$ cat src/hdl/loopback_pkg.sv
// constants for the serial adapter with echo path
package loopback_pkg;
    // ========================================
    // register addresses
    localparam logic [1:0] ADDR_DATA = 2'h0;
    localparam logic [1:0] ADDR_STATUS = 2'h1;
    localparam logic [1:0] ADDR_CMD = 2'h2;
    localparam logic [1:0] ADDR_CTL = 2'h3;
    // ========================================
    // reset values
    localparam logic [7:0] CMD_RST = 8'h00;
    localparam logic [7:0] CTL_RST = 8'h00;
    // ========================================
    // field positions
    localparam int CMD_ENABLE = 0;
    localparam int CMD_RX_IRQ = 1;
    localparam int CMD_TX_LO = 2;
    localparam int CMD_TX_HI = 3;
    localparam int CMD_ECHO = 4;
    localparam int CTL_RX_SRC = 4;
    localparam int CTL_RATE_HI = 3;
    localparam int ST_FRAME = 1;
    localparam int ST_OVR = 2;
    localparam int ST_RDRF = 3;
    localparam int ST_TDRE = 4;
    localparam int ST_DCD = 5;
    localparam int ST_DSR = 6;
    localparam int ST_IRQ = 7;
    // ========================================
    // timing counts and command field codes
    localparam logic [3:0] TICKS_LAST = 4'hF;
    localparam logic [3:0] HALF_LAST = 4'h7;
    localparam logic [3:0] TX_LAST_BIT = 4'h9;
    localparam logic [3:0] RX_DATA_BITS = 4'h8;
    localparam logic [15:0] INT_DIV_LAST = 16'h005F;
    localparam logic [1:0] TX_ENABLED_IRQ = 2'h1;
    localparam logic [1:0] RTS_HIGH_CODE = 2'h0;
endpackage

$ cat src/hdl/baud_tick.sv
// oversampling tick source, external clock edge or internal divider
`timescale 1ns/10ps
module baud_tick
(
    // clock and reset
    input wire logic i_clk,
    input wire logic i_rst_n,
    // source select
    input wire logic i_sel_ext,
    input wire logic i_ext_clk,
    // tick out
    output logic o_tick
);
    // ========================================
    // edge detect and divider
    logic ext_d_r;
    logic ext_d_nxt;
    logic [15:0] div_r;
    logic [15:0] div_nxt;

    always_comb
    begin
        ext_d_nxt = i_ext_clk;
        if (i_sel_ext || div_r == loopback_pkg::INT_DIV_LAST)
        begin
            div_nxt = 16'h0000;
        end
        else
        begin
            div_nxt = div_r + 16'h0001;
        end
    end

    always_ff @(posedge i_clk)
    begin
        if (!i_rst_n)
        begin
            ext_d_r <= ext_d_nxt;
            div_r <= 16'h0000;
        end
        else
        begin
            ext_d_r <= ext_d_nxt;
            div_r <= div_nxt;
        end
    end

    assign o_tick = i_sel_ext ? (i_ext_clk && !ext_d_r) : (div_r == loopback_pkg::INT_DIV_LAST);
endmodule // baud_tick

$ cat src/hdl/serial_loopback_diagnostics.sv
// serial adapter core with echo, plain register port and modem lines
//
// Overview of operation
// - the adapter has no local loop-back switch of its own; local loop-back steering lives outside.
// - control bit 4 set makes the receiver run on the transmitter's clock.
// - command bit 4 set selects echo mode.
// - command bits 3 and 2 at one and zero keep transmitter interrupts off.
// - command bit 1 at zero keeps receiver interrupts off.
// - in echo a received character is sent back at once if the transmitter is idle; it still loads the data register and sets RDRF.
// - on an external clock each bit lasts sixteen clock ticks.
// - with echo selected the request-to-send output is driven low.
//
// Decided for this implementation: the address map and the strobed register port.
`timescale 1ns/10ps
module serial_loopback_diagnostics
(
    // clock and reset
    input wire logic i_clk,
    input wire logic i_rst_n,
    // register port
    input wire logic [1:0] i_addr,
    input wire logic [7:0] i_wdata,
    input wire logic i_wr,
    input wire logic i_rd,
    output logic [7:0] o_rdata,
    // clocks
    input wire logic i_crystal_clock_input,
    input wire logic i_rx_clk_ext,
    // serial and modem lines
    input wire logic i_rxd,
    input wire logic i_dcd,
    input wire logic i_dsr,
    output logic o_txd,
    output logic o_rts,
    output logic o_dtr,
    output logic o_irq_n
);
    // ========================================
    // state types
    typedef enum logic [1:0] {TX_IDLE = 2'b01, TX_SHIFT = 2'b10} tx_state_t;
    typedef enum logic [2:0] {RX_IDLE = 3'b001, RX_START = 3'b010, RX_DATA = 3'b100} rx_state_t;

    logic [7:0] ctl_r, ctl_nxt, cmd_r, cmd_nxt, tdr_r, tdr_nxt, rdr_r, rdr_nxt;
    logic [7:0] rx_sh_r, rx_sh_nxt, rdata_r, rdata_nxt;
    logic [9:0] tx_sh_r, tx_sh_nxt;
    logic [3:0] tx_sub_r, tx_sub_nxt, tx_cnt_r, tx_cnt_nxt, rx_sub_r, rx_sub_nxt, rx_cnt_r, rx_cnt_nxt;
    logic tdre_r, tdre_nxt, rdrf_r, rdrf_nxt, ovr_r, ovr_nxt, fe_r, fe_nxt, rx_done_r, rx_done_nxt;
    logic txd_r, txd_nxt, rts_r, rts_nxt, dtr_r, dtr_nxt, irq_n_r, irq_n_nxt;
    tx_state_t tx_state_r, tx_state_nxt;
    rx_state_t rx_state_r, rx_state_nxt;
    logic tx_tick, rx_ext_tick, rx_tick, echo;

    // ========================================
    // tick sources
    baud_tick u_tx_tick
    (
        .i_clk(i_clk),
        .i_rst_n(i_rst_n),
        .i_sel_ext(ctl_r[loopback_pkg::CTL_RATE_HI:0] == 4'h0),
        .i_ext_clk(i_crystal_clock_input),
        .o_tick(tx_tick)
    );

    baud_tick u_rx_tick
    (
        .i_clk(i_clk),
        .i_rst_n(i_rst_n),
        .i_sel_ext(1'b1),
        .i_ext_clk(i_rx_clk_ext),
        .o_tick(rx_ext_tick)
    );

    assign rx_tick = ctl_r[loopback_pkg::CTL_RX_SRC] ? tx_tick : rx_ext_tick;
    assign echo = cmd_r[loopback_pkg::CMD_ECHO];

    // ========================================
    // next state
    always_comb
    begin
        ctl_nxt = ctl_r;
        cmd_nxt = cmd_r;
        tdr_nxt = tdr_r;
        rdr_nxt = rdr_r;
        rx_sh_nxt = rx_sh_r;
        tx_sh_nxt = tx_sh_r;
        tx_sub_nxt = tx_sub_r;
        tx_cnt_nxt = tx_cnt_r;
        rx_sub_nxt = rx_sub_r;
        rx_cnt_nxt = rx_cnt_r;
        tdre_nxt = tdre_r;
        rdrf_nxt = rdrf_r;
        ovr_nxt = ovr_r;
        fe_nxt = fe_r;
        rx_done_nxt = 1'b0;
        tx_state_nxt = tx_state_r;
        rx_state_nxt = rx_state_r;
        rdata_nxt = rdata_r;
        // host reads, clears come before hardware sets
        if (i_rd)
        begin
            case (i_addr)
                loopback_pkg::ADDR_DATA:
                begin
                    rdata_nxt = rdr_r;
                    rdrf_nxt = 1'b0;
                    ovr_nxt = 1'b0;
                    fe_nxt = 1'b0;
                end
                loopback_pkg::ADDR_STATUS:
                    rdata_nxt = {!irq_n_r, i_dsr, i_dcd, tdre_r, rdrf_r, ovr_r, fe_r, 1'b0};
                loopback_pkg::ADDR_CMD:
                    rdata_nxt = cmd_r;
                loopback_pkg::ADDR_CTL:
                    rdata_nxt = ctl_r;
                default:
                    rdata_nxt = 8'h00;
            endcase
        end
        // host writes; a status write is the program reset
        if (i_wr)
        begin
            case (i_addr)
                loopback_pkg::ADDR_DATA:
                begin
                    tdr_nxt = i_wdata;
                    tdre_nxt = 1'b0;
                end
                loopback_pkg::ADDR_STATUS:
                begin
                    cmd_nxt = {cmd_r[7:5], 5'h00};
                    ovr_nxt = 1'b0;
                end
                loopback_pkg::ADDR_CMD:
                    cmd_nxt = i_wdata;
                loopback_pkg::ADDR_CTL:
                    ctl_nxt = i_wdata;
                default:
                    ctl_nxt = ctl_r;
            endcase
        end
        // transmitter
        case (tx_state_r)
            TX_IDLE:
            begin
                tx_sub_nxt = 4'h0;
                tx_cnt_nxt = 4'h0;
                if (echo && rx_done_r)
                begin
                    tx_sh_nxt = {1'b1, rdr_r, 1'b0};
                    tx_state_nxt = TX_SHIFT;
                end
                else if (!echo && !tdre_r && cmd_r[loopback_pkg::CMD_ENABLE])
                begin
                    tx_sh_nxt = {1'b1, tdr_r, 1'b0};
                    tdre_nxt = 1'b1;
                    tx_state_nxt = TX_SHIFT;
                end
            end
            TX_SHIFT:
            begin
                if (tx_tick)
                begin
                    tx_sub_nxt = tx_sub_r + 4'h1;
                    if (tx_sub_r == loopback_pkg::TICKS_LAST)
                    begin
                        tx_sh_nxt = {1'b1, tx_sh_r[9:1]};
                        tx_cnt_nxt = tx_cnt_r + 4'h1;
                        if (tx_cnt_r == loopback_pkg::TX_LAST_BIT)
                        begin
                            tx_state_nxt = TX_IDLE;
                        end
                    end
                end
            end
            default:
                tx_state_nxt = TX_IDLE;
        endcase
        // receiver
        case (rx_state_r)
            RX_IDLE:
            begin
                rx_sub_nxt = 4'h0;
                rx_cnt_nxt = 4'h0;
                if (rx_tick && !i_rxd && cmd_r[loopback_pkg::CMD_ENABLE])
                begin
                    rx_state_nxt = RX_START;
                end
            end
            RX_START:
            begin
                if (rx_tick)
                begin
                    rx_sub_nxt = rx_sub_r + 4'h1;
                    if (rx_sub_r == loopback_pkg::HALF_LAST)
                    begin
                        rx_sub_nxt = 4'h0;
                        rx_state_nxt = i_rxd ? RX_IDLE : RX_DATA;
                    end
                end
            end
            RX_DATA:
            begin
                if (rx_tick)
                begin
                    rx_sub_nxt = rx_sub_r + 4'h1;
                    if (rx_sub_r == loopback_pkg::TICKS_LAST)
                    begin
                        rx_cnt_nxt = rx_cnt_r + 4'h1;
                        if (rx_cnt_r == loopback_pkg::RX_DATA_BITS)
                        begin
                            rdr_nxt = rx_sh_r;
                            fe_nxt = !i_rxd;
                            ovr_nxt = ovr_nxt || rdrf_r;
                            rdrf_nxt = 1'b1;
                            rx_done_nxt = 1'b1;
                            rx_state_nxt = RX_IDLE;
                        end
                        else
                        begin
                            rx_sh_nxt = {i_rxd, rx_sh_r[7:1]};
                        end
                    end
                end
            end
            default:
                rx_state_nxt = RX_IDLE;
        endcase
        // pins
        txd_nxt = (tx_state_nxt == TX_SHIFT) ? tx_sh_nxt[0] : 1'b1;
        rts_nxt = !cmd_nxt[loopback_pkg::CMD_ECHO] &&
            (cmd_nxt[loopback_pkg::CMD_TX_HI:loopback_pkg::CMD_TX_LO] == loopback_pkg::RTS_HIGH_CODE);
        dtr_nxt = !cmd_nxt[loopback_pkg::CMD_ENABLE];
        irq_n_nxt = !((rdrf_nxt && cmd_nxt[loopback_pkg::CMD_RX_IRQ]) ||
            (tdre_nxt && cmd_nxt[loopback_pkg::CMD_TX_HI:loopback_pkg::CMD_TX_LO] ==
            loopback_pkg::TX_ENABLED_IRQ));
    end

    // ========================================
    // registers
    always_ff @(posedge i_clk)
    begin
        if (!i_rst_n)
        begin
            ctl_r <= loopback_pkg::CTL_RST;
            cmd_r <= loopback_pkg::CMD_RST;
            tdr_r <= 8'h00;
            rdr_r <= 8'h00;
            rx_sh_r <= 8'h00;
            tx_sh_r <= 10'h3FF;
            tx_sub_r <= 4'h0;
            tx_cnt_r <= 4'h0;
            rx_sub_r <= 4'h0;
            rx_cnt_r <= 4'h0;
            tdre_r <= 1'b1;
            rdrf_r <= 1'b0;
            ovr_r <= 1'b0;
            fe_r <= 1'b0;
            rx_done_r <= 1'b0;
            tx_state_r <= TX_IDLE;
            rx_state_r <= RX_IDLE;
            rdata_r <= 8'h00;
            txd_r <= 1'b1;
            rts_r <= 1'b1;
            dtr_r <= 1'b1;
            irq_n_r <= 1'b1;
        end
        else
        begin
            ctl_r <= ctl_nxt;
            cmd_r <= cmd_nxt;
            tdr_r <= tdr_nxt;
            rdr_r <= rdr_nxt;
            rx_sh_r <= rx_sh_nxt;
            tx_sh_r <= tx_sh_nxt;
            tx_sub_r <= tx_sub_nxt;
            tx_cnt_r <= tx_cnt_nxt;
            rx_sub_r <= rx_sub_nxt;
            rx_cnt_r <= rx_cnt_nxt;
            tdre_r <= tdre_nxt;
            rdrf_r <= rdrf_nxt;
            ovr_r <= ovr_nxt;
            fe_r <= fe_nxt;
            rx_done_r <= rx_done_nxt;
            tx_state_r <= tx_state_nxt;
            rx_state_r <= rx_state_nxt;
            rdata_r <= rdata_nxt;
            txd_r <= txd_nxt;
            rts_r <= rts_nxt;
            dtr_r <= dtr_nxt;
            irq_n_r <= irq_n_nxt;
        end
    end

    assign o_rdata = rdata_r;
    assign o_txd = txd_r;
    assign o_rts = rts_r;
    assign o_dtr = dtr_r;
    assign o_irq_n = irq_n_r;

    // ========================================
    // checks
    property p_idle_line;
        @(posedge i_clk) disable iff (!i_rst_n)
        (tx_state_r == TX_IDLE && !echo) |-> o_txd;
    endproperty
    a_idle_line: assert property (p_idle_line) else $error("txd not idle high");

    property p_rx_src;
        @(posedge i_clk) disable iff (!i_rst_n)
        (ctl_r[loopback_pkg::CTL_RX_SRC] && rx_state_r != RX_IDLE && !tx_tick) |=> $stable(rx_sub_r);
    endproperty
    a_rx_src: assert property (p_rx_src) else $error("receiver not on transmitter clock");

    property p_echo_set;
        @(posedge i_clk) disable iff (!i_rst_n)
        (i_wr && i_addr == loopback_pkg::ADDR_CMD && i_wdata[loopback_pkg::CMD_ECHO]) |=> echo;
    endproperty
    a_echo_set: assert property (p_echo_set) else $error("echo not selected");

    property p_tx_irq_off;
        @(posedge i_clk) disable iff (!i_rst_n)
        (cmd_r[loopback_pkg::CMD_TX_HI] && !cmd_r[loopback_pkg::CMD_TX_LO] &&
            !cmd_r[loopback_pkg::CMD_RX_IRQ]) |-> o_irq_n;
    endproperty
    a_tx_irq_off: assert property (p_tx_irq_off) else $error("transmit interrupt raised");

    property p_rx_irq_off;
        @(posedge i_clk) disable iff (!i_rst_n)
        (rdrf_r && !cmd_r[loopback_pkg::CMD_RX_IRQ] &&
            cmd_r[loopback_pkg::CMD_TX_HI:loopback_pkg::CMD_TX_LO] != loopback_pkg::TX_ENABLED_IRQ) |-> o_irq_n;
    endproperty
    a_rx_irq_off: assert property (p_rx_irq_off) else $error("receive interrupt raised");

    property p_echo_send;
        @(posedge i_clk) disable iff (!i_rst_n)
        (echo && rx_done_r && tx_state_r == TX_IDLE) |=> tx_state_r == TX_SHIFT && tx_sh_r[8:1] == $past(rdr_r);
    endproperty
    a_echo_send: assert property (p_echo_send) else $error("echo character not sent");

    property p_bit_len;
        @(posedge i_clk) disable iff (!i_rst_n)
        (tx_state_r == TX_SHIFT && tx_tick && tx_sub_r != loopback_pkg::TICKS_LAST) |=> $stable(tx_cnt_r);
    endproperty
    a_bit_len: assert property (p_bit_len) else $error("bit ended early");

    property p_rts_low;
        @(posedge i_clk) disable iff (!i_rst_n)
        echo |-> !o_rts;
    endproperty
    a_rts_low: assert property (p_rts_low) else $error("rts high in echo");
endmodule // serial_loopback_diagnostics

$ cat config.mk
export PLATFORM = sky130hd
export DESIGN_NAME = serial_loopback_diagnostics
export DESIGN_NICKNAME = d
export VERILOG_FILES = /design/src/hdl/loopback_pkg.sv /design/src/hdl/baud_tick.sv /design/src/hdl/serial_loopback_diagnostics.sv
export SDC_FILE = /design/constraint.sdc
export NUM_CORES = 1
export LEC_CHECK = 0
export ABC_AREA = 1
export BUFFER_PORTS_ARGS = -buffer_cell sky130_fd_sc_hd__buf_2
export CAP_MARGIN = 40
export CORE_MARGIN = 2
export CORE_UTILIZATION = 62
export DETAILED_ROUTE_END_ITERATION = 10
export PLACE_DENSITY_LB_ADDON = 0.3
export RECOVER_POWER = 100
export SLEW_MARGIN = 10
export SYNTH_ARGS = -nofsm -noshare
export SYNTH_HDL_FRONTEND = slang
export SYNTH_HIERARCHICAL = 1
export SYNTH_SLANG_ARGS = --single-unit
$ cat constraint.sdc
create_clock -name i_clk -period 2.45 [get_ports i_clk]
set_clock_uncertainty 0.05 [all_clocks]
set_input_delay 0.3675 -clock i_clk [delete_from_list [all_inputs] [get_ports i_clk]]
set_output_delay 0.3675 -clock i_clk [all_outputs]
set_load 0.03 [all_outputs]
# Word level (Yosys, flattened, before mapping)
# Index checks and enable logic that the tools add are counted.
[word_totals] register_bits=106 input_bits=19 elab_cells=164 output_inout_bits=12
[op_classes] addsub=5 n_mux=62 bitwise_logic=3 n_reduce_logical=42 n_eq_ne=25
[ops] op="$mux 10" n=4
[ops] op="$mux 4" n=8
[ops] op="$pmux 8 s4" n=1
[ops] op="$mux 1" n=28
[ops] op="$pmux 4 s2" n=3
[ops] op="$mux 3" n=7
[ops] op="$pmux 10 s2" n=1
[ops] op="$add 16x1->16 const B" n=1
[ops] op="$add 4x1->4 const B" n=4
[ops] op="$eq 16x7->1 const B" n=1
[ops] op="$eq 4x4->1 const B" n=4
[ops] op="$ne 2x2->1 const B" n=8
[ops] op="$pmux 8 s2" n=1
[ops] op="$reduce_and 4->1" n=4
[ops] op="$pmux 4 s3" n=1
[ops] op="$reduce_and 3->1" n=4
[ops] op="$logic_and 1x1->1" n=10
[ops] op="$mux 2" n=5
[ops] op="$logic_not 1->1" n=9
[ops] op="$pmux 3 s3" n=1
[ops] op="$eq 2x2->1 const B" n=4
[ops] op="$reduce_and 2->1" n=4
[ops] op="$eq 2x1->1 const B" n=3
[ops] op="$reduce_and 6->1" n=1
[ops] op="14 further kinds" n=20

# Longest topological paths before layout
[depth] word_depth=10 depth_mapped=14 depth_no_buf=14

# By module
# The synthesis kept the hierarchy.
[by_module_without_submodules] mod="serial_loopback_diagnostics" area_each_um2=4134.0 cells_each=585 n_inst=1 seq_area_each_um2=1761.7
[by_module_without_submodules] mod="baud_tick" area_each_um2=868.3 cells_each=135 n_inst=2 seq_area_each_um2=340.3

# Worst setup path after synthesis
# OpenSTA, ideal clock, no wires.
[synth_timing] path_type="flip-flop to flip-flop" startpoint="register u_tx_tick.div_r[0]" endpoint="register rx_sh_r[5]" setup_time_ns=0.113 required_ns=2.287 stages_incl_launch_ff=14 synth_period_minus_slack_ns=2.062 n_path_buf=1 t_arrival_ns=1.899 path_slack_ns=0.388 path_cell_list="dfxtp_1 -> ha_1 -> nand3_1 -> nor2_1 -> nand2_1 -> o21ai_0 -> nand2_1 -> o21ai_2 -> nand3_4 -> nor2_8 -> buf_8 -> nand2_1 -> nand2_1 -> nor2_1"
[synth_via] elab_chain_len=4
[synth_lines] element="from (decl)" line_no="baud_tick.sv:18" source="logic [15:0] div_r;"
[synth_lines] element="from (signal assigned)" line_no="baud_tick.sv:44" source="div_r <= div_nxt;"
[synth_lines] element="$eq 16x7->1" line_no="baud_tick.sv:48" source="assign o_tick = i_sel_ext ? (i_ext_clk && !ext_d_r) : (div_r == loopback_pkg::INT_DIV_LAST);"
[synth_lines] element="$mux 1" line_no="baud_tick.sv:48"
[synth_lines] element="net tx_tick" line_no="serial_loopback_diagnostics.sv:51" source="logic tx_tick, rx_ext_tick, rx_tick, echo;"
[synth_lines] element="$mux 1" line_no="serial_loopback_diagnostics.sv:73" source="assign rx_tick = ctl_r[loopback_pkg::CTL_RX_SRC] ? tx_tick : rx_ext_tick;"
[synth_lines] element="$reduce_and 4->1 (no source line)"
[synth_lines] element="to (signal assigned)" line_no="serial_loopback_diagnostics.sv:273" source="rx_sh_r <= rx_sh_nxt;"
[synth_lines] element="to (decl)" line_no="serial_loopback_diagnostics.sv:44" source="logic [7:0] rx_sh_r, rx_sh_nxt, rdata_r, rdata_nxt;"
# The timed path passes the listed nets, and every way through them passes these cells.
# A chain may end at the register's enable or synchronous reset.

# Final worst setup path
[layout_timing] startpoint="register u_tx_tick.div_r[1]" endpoint="register tx_sh_r[3]"
[layout_via] elab_chain_len=4
[layout_lines] element="$eq 16x7->1" line_no="baud_tick.sv:48"
[layout_lines] element="$mux 1" line_no="baud_tick.sv:48"
[layout_lines] element="net tx_tick" line_no="serial_loopback_diagnostics.sv:51"
[layout_lines] element="$ne 2x2->1 (no source line)"
[layout_lines] element="$reduce_and 4->1 (no source line)"
[layout_lines] element="to (signal assigned)" line_no="serial_loopback_diagnostics.sv:274" source="tx_sh_r <= tx_sh_nxt;"
[layout_lines] element="to (decl)" line_no="serial_loopback_diagnostics.sv:45" source="logic [9:0] tx_sh_r, tx_sh_nxt;"
# The timed path passes the listed nets, and every way through them passes these cells.

==> flow_summary.json <==
{
  "cp.required_ns": 2.87,
  "die_area_mm2": 0.0103,
  "min_period_over_period": 0.909,
  "cpMaxStageDelayCell": "dfxtp_1",
  "synth_ff_type": "dfxtp_1",
  "end_kind": "flop",
  "synth.area.top_cells": "dfxtp_1 42%, nand2_1 15%, nor2_1 8.8%",
  "p_leak_nw": 2.73,
  "die_h_um": 101,
  "yosysTopAreaCell": "dfxtp_1",
  "critPathMaxStageDelay_ns": 0.35,
  "rsz0062_at_grt": "no",
  "crit_path_start_kind": "flop",
  "core_area_mm2": 0.00920,
  "cts_sinks": 122,
  "row_count": 35,
  "ir_drop_mv": 0.886,
  "netlist_area_mm2": 0.00587,
  "drt-pass1-iter-count": 5,
  "ys_ff_latch": 122,
  "grt_pass1_wl_um": 23900,
  "vias_per_cell": 5.51,
  "clkTransAtPathRegs_ns": 0.06,
  "drtIter0Drc": 358,
  "synth_top_area_share": 0.416,
  "fin_ws_ns": 0.224,
  "fin_area_mm2": 0.00678,
  "synth-edff-count": 0,
  "htree_levels": 4,
  "cp_top_family": "simple AND/OR/NAND/NOR gates",
  "clk_path_buf_depth": 2,
  "dp_slack_ns": 0.0568,
  "synth.avg_cell_area_um2": 6.87,
  "slew_headroom": 0.458,
  "final_cell_mix": "231 x nand2_1, 138 x nor2_1, 121 x dfxtp_1, 95 x inv_1, 60 x a21oi_1",
  "status": "complete, no violations",
  "wl_per_cell_um": 14.1,
  "path_common_cell": "nand2_1",
  "synthToLayoutAreaGrowth_pct": 15.4,
  "cts_tree": "built",
  "setup_violations": 0,
  "grt_pass1_vias": 5399,
  "ys.warnings.count": 6,
  "holdWs_ns": 0.0821,
  "fillers": 719,
  "dpl_cell_area_mm2": 0.00610,
  "root_buffer": "clkbuf_8",
  "dpl.cell_count": 984,
  "route.detailed.drc": 0,
  "diodes": 0,
  "gp_congestion": 0.954,
  "tns_ns": 0,
  "cts_made_buffers": 17,
  "grt_use_total": 0.294,
  "path_cells": "ha_2 -> nand3_1 -> nor2_1 -> nand2_1 -> o21ai_1 -> buf_4 -> nand2_1 -> inv_2 -> nand2_1 -> nand2_4 -> inv_2 -> nor2_4 -> nand2_1 -> nand2_1",
  "crit_fanout": 8,
  "start_util": 0.638,
  "hp-class": "input pin to flop",
  "nets": 930,
  "clk_latency_ns": 0.52,
  "power_mw": 5.59,
  "synth_cell_types": 43,
  "fin_cells": 1021,
  "io_buffers": 30,
  "drv_slew": 0,
  "clock.fmax_ghz": 0.449,
  "vias": 5625,
  "period_needed_ns": 2.23,
  "die_w_um": 101,
  "tightest_slew_ns": 0.812,
  "p_per_area_mw_per_mm2": 825,
  "grt_start_max_net_pins": 49,
  "crit_type": "flop to flop",
  "netlist_instances": 855,
  "final_common_cell": "nand2_1",
  "grt_overflow_total": 0,
  "final_util": 0.737,
  "drive_above_1_share": 0.0912,
  "place_hpwl_um": 9800,
  "cp_data_arrival_time_ns": 2.64,
  "cp_num_buf_inv": 3,
  "synthArstFlopShare": 0,
  "io_pins": 31,
  "antenna_left": 0,
  "drt-total-wl_um": 14400,
  "hold_viol": 0,
  "yosysSeqAreaShare": 0.416,
  "antenna_found_initial": 0,
  "drv_cap": 0
}
logic make-up after synthesis:
family / share of synthesized area
AND/OR/NAND/NOR: 0.316
AO/OA/AOI/OAI: 0.129
buffers and inverters: 0.0861
flip-flops: 0.416
XOR/XNOR: 0.0224
adder cells (fa/ha/maj): 0.0298
other: 0.000639
sequential cells by signal, indices dropped and copies added, names as in the netlist, 2 cells and up:
signal and cells:
u_tx_tick/div_r 16, tx_cnt_r 4, rx_state_r 3, rx_sh_r 8
rdr_r 8, rx_sub_r 4, rx_cnt_r 4, tdr_r 8
ctl_r 8, tx_state_r 2, u_rx_tick/div_r 16, tx_sh_r 10
tx_sub_r 4, o_rdata 8, cmd_r 8
final timing paths:
kind,cells after the start,from,end,slack [ns]
min,3,i_wdata[7],cmd_r[7],0.08
min reg2reg,1,u_tx_tick/div_r[0],u_tx_tick/div_r[0],0.40
max reg2reg,14,u_tx_tick/div_r[1],tx_sh_r[3],0.22
max,14,u_tx_tick/div_r[1],tx_sh_r[3],0.22
metal layers:
layer  part of all wire  routed length [um]  up-vias  track usage
li1                   -                   -     2799            -
met1               0.41                5840     2607        0.329
met2               0.51                7310      191        0.527
met3              0.057                 826       28       0.0780
met4              0.028                 405        0        0.122
met5                  0                   0        -            0
worst register-to-register path: cells and delay by family (launching register included):
kind	cells	cell delay (ns)
compound gates	1	0.13
flops	1	0.35
buf+inv	3	0.32
fa+ha+maj	1	0.21
simple gates	9	1.10
final cells by class:
| cell class | instances | area (um2) | area share |
|---|---|---|---|
| Sequential cell | 122 | 2440 | 0.361 |
| Multi-Input combinational cell | 611 | 2960 | 0.436 |
| Clock inverter | 11 | 191 | 0.0282 |
| Tap cell | 111 | 139 | 0.0205 |
| Timing Repair Buffer | 41 | 208 | 0.0306 |
| Inverter | 104 | 390 | 0.0576 |
| Clock buffer | 21 | 449 | 0.0663 |
cell usage after synthesis (8+ instances only):
| library cell | instances |
|---|---|
| a21oi_1 | 61 |
| clkbuf_1 | 10 |
| dfxtp_1 | 122 |
| ha_1 | 14 |
| inv_1 | 93 |
| inv_2 | 10 |
| nand2_1 | 231 |
| nand3_1 | 37 |
| nand4_1 | 13 |
| nor2_1 | 137 |
| o211ai_1 | 8 |
| o21ai_0 | 40 |
| o21ai_1 | 10 |
| xor2_1 | 10 |
where the power goes:
| group | internal (mW) | leakage, nW | switching (mW) |
|---|---|---|---|
| Combinational | 0.230 | 1.42 | 0.494 |
| Clock | 1.81 | 0.316 | 0.891 |
| Sequential | 2.09 | 0.991 | 0.0793 |
| Total | 4.13 | 2.73 | 1.46 |
what timing repair did:
action	4_1_cts	5_1_grt
setup buffers	0	2
hold buffers	2	0
endpoints found under the setup margin	0	28
endpoints found under the hold margin	2	0
resized for setup	0	7
Power figures use the tool's default switching activity.
